[config.mk]
export PLATFORM = sky130hd
export DESIGN_NAME = timer_pin_mux_reset_irq_inputs
export DESIGN_NICKNAME = d
export VERILOG_FILES = /design/src/core/pin_mux_pkg.sv /design/src/core/timer_pin_mux_reset_irq_inputs.sv
export VERILOG_INCLUDE_DIRS = /design/src /design/src/core
export SDC_FILE = /design/constraint.sdc
export NUM_CORES = 1
export LEC_CHECK = 0
export BUFFER_PORTS_ARGS = -buffer_cell sky130_fd_sc_hd__buf_2
export CORE_ASPECT_RATIO = 1.1
export CORE_UTILIZATION = 30
export DETAILED_ROUTE_END_ITERATION = 7
export SYNTH_ARGS = -nofsm -noshare
export SYNTH_HDL_FRONTEND = slang
export SYNTH_SLANG_ARGS = --single-unit
[constraint.sdc]
create_clock -name CLK -period 1.6 [get_ports CLK]
set_input_delay 0.32 -clock CLK [delete_from_list [all_inputs] [get_ports CLK]]
set_output_delay 0.32 -clock CLK [all_outputs]
set_load 0.03 [all_outputs]
[src/core/pin_mux_consts.svh]
// Offsets, field positions, reset values and counts for the pin mux block
`ifndef PIN_MUX_CONSTS_SVH
`define PIN_MUX_CONSTS_SVH
`define PM_ADDR_W 12
`define PM_FUNC_OFS 12'h000
`define PM_DIR_OFS 12'h004
`define PM_OUT_OFS 12'h008
`define PM_IN_OFS 12'h00c
`define PM_IRQCFG_OFS 12'h010
`define PM_STAT_OFS 12'h014
`define PM_MASK_OFS 12'h018
`define PM_RSTSTAT_OFS 12'h01c
`define PM_FUNC_RST 6'h00
`define PM_IRQ_EDGE_BIT 0
`define PM_STAT_IRQ_BIT 0
`define PM_STAT_RSTDONE_BIT 1
`define PM_RST_RELEASE_CYC 16
`endif

[src/core/pin_mux_pkg.sv]
// Types for the pin mux block
package pin_mux_pkg;
    typedef enum logic [1:0] {
        FUNC_TIMER = 2'h0,
        FUNC_SERIAL = 2'h1,
        FUNC_PORT = 2'h2
    } pin_func_t;
    typedef enum logic [2:0] {
        RST_HOLD = 3'b001,
        RST_COUNT = 3'b010,
        RST_RUN = 3'b100
    } rst_state_t;
endpackage

[src/core/timer_pin_mux_reset_irq_inputs.sv]
// Pin function mux, interrupt input conditioning and reset release
// Summary of operation
// RULE1: Pin 0 starts as timer channel 0; may be serial 0 TX or port C bit 6.
// RULE2: Pin 1 starts as timer channel 1; may be serial 0 RX or port C bit 5.
// RULE3: Pin 2 comes up as timer C channel 3; software may pick port C bit 4.
// RULE4: A pin in port mode has its own direction bit set by software.
// RULE5: In stop or wait the interrupt request is taken without the clock; the code skips the synchroniser but still registers IRQ_WAKE on CLK.
// RULE6: In other modes the interrupt request is synchronised to the clock.
// RULE7: Software picks level-sensitive or falling-edge interrupt request.
// RULE8: While the reset pin is low the logic is held in reset.
// RULE9: Internal reset releases on the clock a fixed count after pin rise.
// RULE10: The board drives reset and debug reset together for a full reset.
// RULE11: Reset alone leaves the debug logic running.
// RULE12: The release count is a parameter, after a two-stage synchroniser.
// RULE13: In reset all five pins are inputs with pull-ups on.
//
// The register offsets and the APB slave port were left to the implementer.
`timescale 1ns/10ps
`include "pin_mux_consts.svh"
module timer_pin_mux_reset_irq_inputs #(
    parameter int RST_RELEASE_CYC = `PM_RST_RELEASE_CYC
) (
    // Clock and bus reset
    input wire logic CLK,
    input wire logic SRST,
    // APB slave
    input wire logic PSEL,
    input wire logic PENABLE,
    input wire logic PWRITE,
    input wire logic [11:0] PADDR,
    input wire logic [31:0] PWDATA,
    output logic [31:0] PRDATA,
    output logic PREADY,
    output logic PSLVERR,
    // Multiplexed pins, oe low drives
    input wire logic [2:0] MUX_PIN_IN,
    output logic [2:0] MUX_PIN_OUT,
    output logic [2:0] MUX_PIN_OE_N,
    output logic [4:0] PIN_PULLUP_EN,
    // Peripheral side of the pins
    input wire logic TIMER_C_CHANNEL0_OUT,
    input wire logic TIMER_C_CHANNEL1_OUT,
    input wire logic TIMER_C_CHANNEL3_OUT,
    input wire logic [2:0] TIMER_C_DRIVE,
    output logic [2:0] TIMER_C_IN,
    input wire logic SERIAL0_TRANSMIT_OUT,
    output logic SERIAL0_RECEIVE_IN,
    // Interrupt request pin and low power mode
    input wire logic EXTERNAL_INTERRUPT_REQUEST_N,
    input wire logic STOP_OR_WAIT,
    output logic IRQ_SERVICE,
    output logic IRQ_WAKE,
    output logic IRQ,
    // Hardware and debug reset
    input wire logic HW_RESET_N,
    input wire logic DEBUG_RESET_N,
    output logic CORE_RESET,
    output logic DEBUG_RESET
);

    localparam int CW = $clog2(RST_RELEASE_CYC + 1);
    // Whole block state, registered as one word
    typedef struct packed {
        logic [5:0] func;
        logic [2:0] dir;
        logic [2:0] pout;
        logic irq_edge;
        logic [1:0] stat;
        logic [1:0] mask;
        logic [2:0] irq_sync;
        logic irq_prev;
        logic [1:0] rst_sync;
        pin_mux_pkg::rst_state_t rst_st;
        logic [CW-1:0] rst_cnt;
        logic [2:0] pin_s1;
        logic [2:0] pin_s2;
        logic [2:0] pin_s3;
        logic [2:0] pin_val;
        logic [2:0] dbg_sync;
        logic [31:0] prdata;
        logic pready;
        logic pslverr;
        logic [2:0] mout;
        logic [2:0] moe_n;
        logic [4:0] pull;
        logic [2:0] tin;
        logic rxd;
        logic service;
        logic wake;
        logic irq;
        logic core_rst;
        logic dbg_rst;
    } state_t;
    state_t cur_ff;
    state_t nxt_st;
    logic stat_ev_irq;
    logic stat_ev_rst;
    logic acc;
    logic wr;
    logic [2:0] tmr_v;
    logic [2:0] out_v;
    logic [2:0] drv_v;
    pin_mux_pkg::pin_func_t f [3];

    always_comb begin
        nxt_st = cur_ff;
        acc = PSEL & PENABLE & ~cur_ff.pready;
        wr = acc & PWRITE;

        // Reset pin synchroniser and release counter
        nxt_st.rst_sync = {cur_ff.rst_sync[0], HW_RESET_N}; // [RULE12]
        unique case (cur_ff.rst_st)
            pin_mux_pkg::RST_HOLD: begin
                nxt_st.rst_cnt = '0;
                if (cur_ff.rst_sync[1]) begin
                    nxt_st.rst_st = pin_mux_pkg::RST_COUNT;
                end
            end
            pin_mux_pkg::RST_COUNT: begin
                nxt_st.rst_cnt = cur_ff.rst_cnt + CW'(1);
                if (cur_ff.rst_cnt == CW'(RST_RELEASE_CYC - 1)) begin
                    nxt_st.rst_st = pin_mux_pkg::RST_RUN; // [RULE9]
                end
            end
            pin_mux_pkg::RST_RUN: begin
                nxt_st.rst_cnt = cur_ff.rst_cnt;
            end
            default: begin
                // Corrupted code falls back to holding reset
                nxt_st.rst_st = pin_mux_pkg::RST_HOLD;
            end
        endcase
        // Pin low wins over the counter at any point
        if (!cur_ff.rst_sync[1]) begin
            nxt_st.rst_st = pin_mux_pkg::RST_HOLD; // [RULE8]
        end
        nxt_st.core_rst = (nxt_st.rst_st != pin_mux_pkg::RST_RUN);

        // Debug reset follows only its own pin, so reset alone spares it
        nxt_st.dbg_sync = {cur_ff.dbg_sync[1:0], DEBUG_RESET_N};
        if (cur_ff.dbg_sync[1] == cur_ff.dbg_sync[2]) begin
            nxt_st.dbg_rst = ~cur_ff.dbg_sync[2]; // [RULE11]
        end

        // Pin input sampling, change taken when stages 2 and 3 agree
        nxt_st.pin_s1 = MUX_PIN_IN;
        nxt_st.pin_s2 = cur_ff.pin_s1;
        nxt_st.pin_s3 = cur_ff.pin_s2;
        for (int i = 0; i < 3; i++) begin
            if (cur_ff.pin_s2[i] == cur_ff.pin_s3[i]) begin
                nxt_st.pin_val[i] = cur_ff.pin_s3[i];
            end
        end

        // Interrupt request pin, same filter as the mux pins
        nxt_st.irq_sync = {cur_ff.irq_sync[1:0],
            EXTERNAL_INTERRUPT_REQUEST_N}; // [RULE6]
        if (cur_ff.irq_sync[1] == cur_ff.irq_sync[2]) begin
            nxt_st.irq_prev = cur_ff.irq_sync[2];
        end
        // Level mode requests while low, edge mode on a fall
        if (cur_ff.irq_edge) begin
            nxt_st.service = cur_ff.irq_prev & ~nxt_st.irq_prev; // [RULE7]
        end else begin
            nxt_st.service = ~nxt_st.irq_prev; // [RULE7]
        end
        // Wake skips the filter: the clock may be stopped then
        nxt_st.wake = STOP_OR_WAIT & ~EXTERNAL_INTERRUPT_REQUEST_N; // [RULE5]
        stat_ev_irq = nxt_st.service;
        stat_ev_rst = (cur_ff.rst_st == pin_mux_pkg::RST_COUNT) &&
            (nxt_st.rst_st == pin_mux_pkg::RST_RUN);

        // APB, answer one edge after the access phase starts
        nxt_st.pready = acc;
        nxt_st.pslverr = 1'b0;
        nxt_st.prdata = '0;
        if (acc) begin
            unique case (PADDR)
                `PM_FUNC_OFS: begin
                    nxt_st.prdata = {26'h0, cur_ff.func};
                    if (wr) begin
                        nxt_st.func = PWDATA[5:0];
                    end
                end
                `PM_DIR_OFS: begin
                    nxt_st.prdata = {29'h0, cur_ff.dir};
                    if (wr) begin
                        nxt_st.dir = PWDATA[2:0]; // [RULE4]
                    end
                end
                `PM_OUT_OFS: begin
                    nxt_st.prdata = {29'h0, cur_ff.pout};
                    if (wr) begin
                        nxt_st.pout = PWDATA[2:0];
                    end
                end
                `PM_IN_OFS: begin
                    nxt_st.prdata = {29'h0, cur_ff.pin_val};
                end
                `PM_IRQCFG_OFS: begin
                    nxt_st.prdata = {31'h0, cur_ff.irq_edge};
                    if (wr) begin
                        nxt_st.irq_edge = PWDATA[`PM_IRQ_EDGE_BIT];
                    end
                end
                `PM_STAT_OFS: begin
                    nxt_st.prdata = {30'h0, cur_ff.stat};
                    if (wr) begin
                        nxt_st.stat = cur_ff.stat & ~PWDATA[1:0];
                    end
                end
                `PM_MASK_OFS: begin
                    nxt_st.prdata = {30'h0, cur_ff.mask};
                    if (wr) begin
                        nxt_st.mask = PWDATA[1:0];
                    end
                end
                `PM_RSTSTAT_OFS: begin
                    nxt_st.prdata = {31'h0, cur_ff.dbg_rst};
                end
                default: begin
                    // Unmapped word: error, write dropped, read zero
                    nxt_st.pslverr = 1'b1;
                end
            endcase
        end

        // Set beats clear in the same cycle
        if (stat_ev_irq) begin
            nxt_st.stat[`PM_STAT_IRQ_BIT] = 1'b1;
        end
        if (stat_ev_rst) begin
            nxt_st.stat[`PM_STAT_RSTDONE_BIT] = 1'b1;
        end
        nxt_st.irq = |(nxt_st.stat & nxt_st.mask);

        // Pin routing per function, timer by default
        tmr_v = {TIMER_C_CHANNEL3_OUT, TIMER_C_CHANNEL1_OUT,
            TIMER_C_CHANNEL0_OUT}; // [RULE1] [RULE2] [RULE3]
        for (int i = 0; i < 3; i++) begin
            f[i] = pin_mux_pkg::pin_func_t'(cur_ff.func[2*i +: 2]);
            out_v[i] = tmr_v[i];
            drv_v[i] = TIMER_C_DRIVE[i];
            nxt_st.tin[i] = 1'b0;
            unique case (f[i])
                pin_mux_pkg::FUNC_TIMER: begin
                    nxt_st.tin[i] = cur_ff.pin_val[i];
                end
                pin_mux_pkg::FUNC_SERIAL: begin
                    // Serial only on pins 0 and 1; pin 2 stays timer
                    if (i == 0) begin
                        out_v[i] = SERIAL0_TRANSMIT_OUT; // [RULE1]
                        drv_v[i] = 1'b1;
                    end else if (i == 1) begin
                        drv_v[i] = 1'b0; // [RULE2]
                    end else begin
                        nxt_st.tin[i] = cur_ff.pin_val[i]; // [RULE3]
                    end
                end
                pin_mux_pkg::FUNC_PORT: begin
                    out_v[i] = cur_ff.pout[i];
                    drv_v[i] = cur_ff.dir[i]; // [RULE4]
                end
                default: begin
                    // Unused code keeps the pin on its timer
                    nxt_st.tin[i] = cur_ff.pin_val[i];
                end
            endcase
        end
        nxt_st.rxd = 1'b1;
        if (f[1] == pin_mux_pkg::FUNC_SERIAL) begin
            nxt_st.rxd = cur_ff.pin_val[1]; // [RULE2]
        end
        nxt_st.mout = out_v;
        nxt_st.moe_n = ~drv_v;
        // Pull-up dropped only on a driven pin
        nxt_st.pull = {2'b11, ~drv_v};

        // Core reset: config back to timers, every pin an input
        if (cur_ff.core_rst) begin
            nxt_st.func = `PM_FUNC_RST; // [RULE1] [RULE2] [RULE3]
            nxt_st.dir = '0;
            nxt_st.pout = '0;
            nxt_st.irq_edge = 1'b0;
            nxt_st.moe_n = 3'h7; // [RULE13]
            nxt_st.mout = '0;
            nxt_st.pull = 5'h1f; // [RULE13]
            nxt_st.service = 1'b0;
            nxt_st.tin = '0;
            nxt_st.rxd = 1'b1;
        end
    end

    always_ff @(posedge CLK) begin
        if (SRST) begin
            // Bus reset puts every pin back to input with pull-up
            cur_ff.func <= `PM_FUNC_RST;
            cur_ff.dir <= 3'h0;
            cur_ff.pout <= 3'h0;
            cur_ff.irq_edge <= 1'b0;
            cur_ff.stat <= 2'h0;
            cur_ff.mask <= 2'h0;
            cur_ff.irq_sync <= 3'h7;
            cur_ff.irq_prev <= 1'b1;
            cur_ff.rst_sync <= 2'h0;
            cur_ff.rst_st <= pin_mux_pkg::RST_HOLD;
            cur_ff.rst_cnt <= '0;
            // Idle pins read high, so no false change after reset
            cur_ff.pin_s1 <= 3'h7;
            cur_ff.pin_s2 <= 3'h7;
            cur_ff.pin_s3 <= 3'h7;
            cur_ff.pin_val <= 3'h7;
            cur_ff.dbg_sync <= 3'h0;
            cur_ff.prdata <= 32'h0;
            cur_ff.pready <= 1'b0;
            cur_ff.pslverr <= 1'b0;
            cur_ff.mout <= 3'h0;
            cur_ff.moe_n <= 3'h7;
            cur_ff.pull <= 5'h1f;
            cur_ff.tin <= 3'h0;
            cur_ff.rxd <= 1'b1;
            cur_ff.service <= 1'b0;
            cur_ff.wake <= 1'b0;
            cur_ff.irq <= 1'b0;
            cur_ff.core_rst <= 1'b1;
            cur_ff.dbg_rst <= 1'b1;
        end else begin
            cur_ff <= nxt_st;
        end
    end

    // Every output straight from the state register
    assign PRDATA = cur_ff.prdata;
    assign PREADY = cur_ff.pready;
    assign PSLVERR = cur_ff.pslverr;
    assign MUX_PIN_OUT = cur_ff.mout;
    assign MUX_PIN_OE_N = cur_ff.moe_n;
    assign PIN_PULLUP_EN = cur_ff.pull;
    assign TIMER_C_IN = cur_ff.tin;
    assign SERIAL0_RECEIVE_IN = cur_ff.rxd;
    assign IRQ_SERVICE = cur_ff.service;
    assign IRQ_WAKE = cur_ff.wake;
    assign IRQ = cur_ff.irq;
    assign CORE_RESET = cur_ff.core_rst;
    assign DEBUG_RESET = cur_ff.dbg_rst;
endmodule

Yosys cells after proc, flatten, opt, wreduce, memory -nomap -nowiden
Index checks and enable logic that the tools add are counted.
{ "op_classes": {"n_mux": 21, "addsub": 1, "bitwise": 15, "n_eq_ne": 23, "reduce_logical": 15} }
{ "op_table": {"columns": ["operator", "count"], "rows": [
  ["$eq 12x5->1 const B", 4],
  ["$pmux 6 s8", 1],
  ["$eq 12x4->1 const B", 2],
  ["$eq 12x3->1 const B", 1],
  ["$logic_not 12->1", 1],
  ["$reduce_and 3->1", 4],
  ["$pmux 5 s2", 1],
  ["$pmux 3 s3", 1],
  ["$mux 1", 8],
  ["$mux 2", 4],
  ["$reduce_or 4->1", 2],
  ["$reduce_or 8->1", 1],
  ["$eq 2x2->1 const B", 3],
  ["$eq 3x3->1 const B", 2],
  ["$mux 3", 2],
  ["$not 1->1", 6],
  ["$pmux 1 s2", 3],
  ["$reduce_or 2->1", 3],
  ["$reduce_or 3->1", 2],
  ["$add 5x1->5 const B", 1],
  ["$and 1x1->1", 5],
  ["$eq 1x1->1", 5],
  ["$eq 5x4->1 const B", 1],
  ["$and 2x2->2", 2],
  ["9 further kinds", 10]
]} }
{ "totals": {"inputBits": 63, "wordCells": 108, "output_inout_bits": 54, "register_bits": 97} }

Logic depth before layout (Yosys ltp)
{ "logic_depth": {"word_depth": 9, "mapped_depth": 7, "mapped_depth_nobuf": 7} }

Worst setup path after synthesis
Ideal clock, no wire load.
{ "synth_timing": {"path_kind": "register -> register", "from": "register cur_ff, in the netlist PREADY", "to": "register cur_ff, in the netlist IRQ", "stages_incl_launch_ff": 6, "t_arrival_ps": 1595, "required_time_ps": 1479, "setup_ps": 121, "n_path_buf": 0, "period_less_slack_ps": 1716, "setup_slack_ps": -116, "cell_sequence": "dfxtp_1 > nand4b_1 > or2_1 > or4_4 > a21oi_2 > o22ai_1"} }
{ "synth_between": {"elab_chain_len": 9, "word_cells_on_any_way": 12, "classes_between": "mux: 7; bitwise: 4; reduce/logical: 1"} }
{ "synth_rtl": {"columns": ["item", "line", "text"], "rows": [
  ["start, declared", "timer_pin_mux_reset_irq_inputs.sv:94", "state_t cur_ff;"],
  ["$not 1->1 (*)", "timer_pin_mux_reset_irq_inputs.sv:107", "acc = PSEL & PENABLE & ~cur_ff.pready;"],
  ["$and 1x1->1 (*)", "timer_pin_mux_reset_irq_inputs.sv:107", null],
  ["$and 1x1->1", "timer_pin_mux_reset_irq_inputs.sv:108", "wr = acc & PWRITE;"],
  ["$mux 2", "timer_pin_mux_reset_irq_inputs.sv:208", "if (wr) begin"],
  ["$mux 2", "timer_pin_mux_reset_irq_inputs.sv:178", "unique case (PADDR)"],
  ["$mux 4 (*)", "timer_pin_mux_reset_irq_inputs.sv:177", "if (acc) begin"],
  ["$mux 1 (on tied branches)", "timer_pin_mux_reset_irq_inputs.sv:229, timer_pin_mux_reset_irq_inputs.sv:232", null],
  ["$and 2x2->2 (*)", "timer_pin_mux_reset_irq_inputs.sv:235", "nxt_st.irq = |(nxt_st.stat & nxt_st.mask);"],
  ["$reduce_or 2->1 (*)", "timer_pin_mux_reset_irq_inputs.sv:235", null]
]} }
Mark *: on every way between the ends. The rest lies on a longest branch, timed or not.
A chain may end at the register's enable or synchronous reset.

Worst setup path after layout
Same ends and word-level chain as after synthesis.

==> impl_results.md <==
* Outcome: finished with violations
* Failing checks: setup timing
* Most frequent cells in the layout: dfxtp_1 (68), buf_2 (62), nor2_1 (38), conb_1 (28), mux2i_1 (19)
* Crit-path slowest cell: or4_4
* Global-route wire length before repair at about 10000 um
* Post-synthesis cell type count at 45
* Final wirelength at 5880 um
* Largest net degree at the start of global routing at 28
* Layout Cells excl Fill at 508
* Post-layout util at between 30% and 40%
* Ys async rst share at 0%
* Clock latency on the worst-skew pair at about 0.33 ns
* R2r endpoint: IRQ
* GR Layer Usage met2 at roughly a fifth
* Startpoint Class: flop
* Initial antenna violation count at 0
* FF+latch count, synth at 69
* Max Root-Sink Buffers at 2
* Vias at approximately 2,200
* Min Tclk post-route at 1.66 ns
* Area Growth Syn to Fin at 17.2%
* Mapped Cells at 330
* Avg Inst Size Synth at roughly 9.4 um^2
* Reg2Reg Setup Slack at -0.06 ns
* CTS H-tree lvls at 3
* Cell area after placement at 0.00341 mm^2
* Clock transition at path regs at around 0.07 ns
* Worst Setup Slack, final at -0.0572 ns
* CP Depth at 5
* Worst hold path class: input pin to flop
* Final #Nets at between 400 and 500
* CP Cell Sequence: nand4b_1, or2_4, or4_4, a21oi_4, o22ai_2
* TritonCTS Buffers at 9
* VDD IR max at 0.000530 V
* CTS tree: done
* HP Start: MUX_PIN_IN[2]
* Clock Sink Count at 69
* DRT iter0 DRCs at 43
* Register area share after synthesis at about 45%
* Initial core utilization at 31.2%
* Post-route DRC at 0
* Max Freq at 603 MHz
* Critical path capture point type: flop
* Vias per Instance at around 4.3
* Top FF cell, synth: dfxtp_1
* Total GRT Usage at 12.0%
* Tot Pwr at ~0.0032 W
* Met1 Use GR at between 10% and 20%
* Share of cells above drive strength 1 at between 30% and 40%
* Max FO, Critical Path at 2
* Placer Congestion at between 0.7 and 0.8
* Vias in the first global route at approximately 2,200
* Dpl hpwl at 4390 um
* EDFF count, synth at 0
* Buf/Inv on CP at 0
* Die Ht at between 100 and 150 um
* Placed Cells at 494
* Die area at 0.0107 mm^2
* Worst Setup SP: PREADY
* Hold Path Depth at 2
* Endpoints failing setup at 2
* CTS Root Cell: clkbuf_8
* Pwr per Cell Area at slightly below 900 mW/mm^2
* R2R cell count at 5
* Max Cap Violations at 0
* Largest stage delay, worst path at around 0.49 ns
* Leak at about 1.6 nW
* Tcrit/Tclk final at 104%
* Sum of negative setup slack at -0.0979 ns
* Final Skew at 0.00612 ns
* Die Wd at 98.9 um
* Global route overflow at 0
* Top Family by Delay on Critical Path: simple AND/OR/NAND/NOR gates
* RSZ-0062 raised after global routing: yes
* Drt pass-1 iters at 4
* Diode count at 0
* Critical path class: flop to flop
* Hold buffer count at cts at 0
* R2R Path Start: PREADY
* DR WL/cell at 11.6 um
* Worst EP required at around 1.8 ns
* GRT Max-Usage Layer: met2
* Arr. time, crit path at approximately 1.9 ns
* Hold EP: cur_ff[68]
* Std-Cell Rows at 38
* Met3 Use GR at between 3 and 4%
* Antenna viol nets, final at 0
* Pins Over Slew Limit at 0
* Commonest non-fill, non-tap cell in the layout: dfxtp_1
* Fin area at approximately 0.0036 mm^2
* YS warnings at 0
* Mapped Area at ~0.0031 mm^2
* IO buf count at just over 60
* Final Hold Fails at 0
* CORE AREA at about 0.01 mm^2
* # IOs at 117
==> report_power, final <==
| part | internal [W] | switching, W | leakage [nW] |
|---|---|---|---|
| logic | 0.0000869 | 0.000171 | 0.905 |
| clock network | 0.000625 | 0.000598 | 0.0881 |
| registers | 0.00174 | 0.0000127 | 0.561 |
==> synth_stat cells, types with 2 or more instances <==
cell / instances / share of area (%)
ha_1: 6 / 2.4
and2_1: 4 / 0.81
clkbuf_1: 8 / 0.97
a21oi_1: 10 / 1.6
nor2b_1: 9 / 1.8
and3_1: 6 / 1.2
nor2_1: 39 / 4.7
a211oi_1: 2 / 0.48
dfxtp_1: 69 / 45
mux2i_1: 19 / 6.1
or2_2: 14 / 2.8
conb_1: 2 / 0.24
buf_2: 3 / 0.48
nand2_1: 15 / 1.8
mux2_2: 3 / 1.1
o21bai_1: 5 / 1.2
mux4_2: 3 / 2.2
inv_1: 13 / 1.6
nor3_1: 8 / 1.3
nor4_4: 2 / 1.4
o21ai_0: 8 / 1.3
o22ai_1: 2 / 0.40
nand2b_1: 10 / 2.0
buf_4: 46 / 11
a22oi_1: 4 / 0.97
==> cell families (layout without fill, tap and decap cells) <==
kind of cell / after synthesis / count (layout) / synth area share [%]
other cells: 2 / 28 / 0.242
flops: 69 / 69 / 44.6
compound gates: 38 / 38 / 7.79
fa+ha+maj: 6 / 6 / 2.42
xor+xnor: 1 / 1 / 0.283
simple gates: 116 / 116 / 20.5
mux: 26 / 26 / 9.77
buf+inv: 72 / 104 / 14.4
==> metal layers <==
metal | wire length, um | vias up
met2 | 2930 | 55
met1 | 2590 | 996
met4 | 90 | 0
met5 | 0 | -
met3 | 271 | 9
li1 | - | 1130
==> area by class of cell <==
cell class | instances | area (um^2)
fill | 1036 | 6310
multi-input combinational | 215 | 1430
sequential | 69 | 1390
timing repair buffer | 76 | 444
clock buffer | 12 | 155
tap | 120 | 150
inverter | 14 | 52.6
clock inverter | 2 | 10.0
==> how the worst max path moves through the flow <==
stage,end
2_1_floorplan,IRQ
3_3_place_gp,IRQ
3_5_place_dp,IRQ
4_1_cts,IRQ
5_1_grt,IRQ
6_report,IRQ
==> through the flow <==
step | setup WS [ns] | hold slack, ns
after detailed placement | -0.193 | 0.393
after global routing | -0.0978 | 0.142
after CTS | -0.0481 | 0.145
after floorplan | -0.0189 | 0.389
final | -0.0572 | 0.163
after global placement | -0.197 | 0.394
==> registers in the layout, summed over array words and instances, names as in the netlist <==
name,count
cur_ff,46
PRDATA,6
MUX_PIN_OUT,3
PIN_PULLUP_EN,3
TIMER_C_IN,3
CORE_RESET,1
DEBUG_RESET,1
IRQ,1
IRQ_SERVICE,1
IRQ_WAKE,1
PREADY,1
PSLVERR,1
SERIAL0_RECEIVE_IN,1
==> what timing repair did <==
action | in CTS | in global routing
gates resized for setup | 7 | 5
hold endpoints to repair | 0 | 0
pin swaps | 3 | 2
setup endpoints to repair | 5 | 14
setup buffers | 0 | 0
Note: power is estimated with default switching activity, not from simulation.
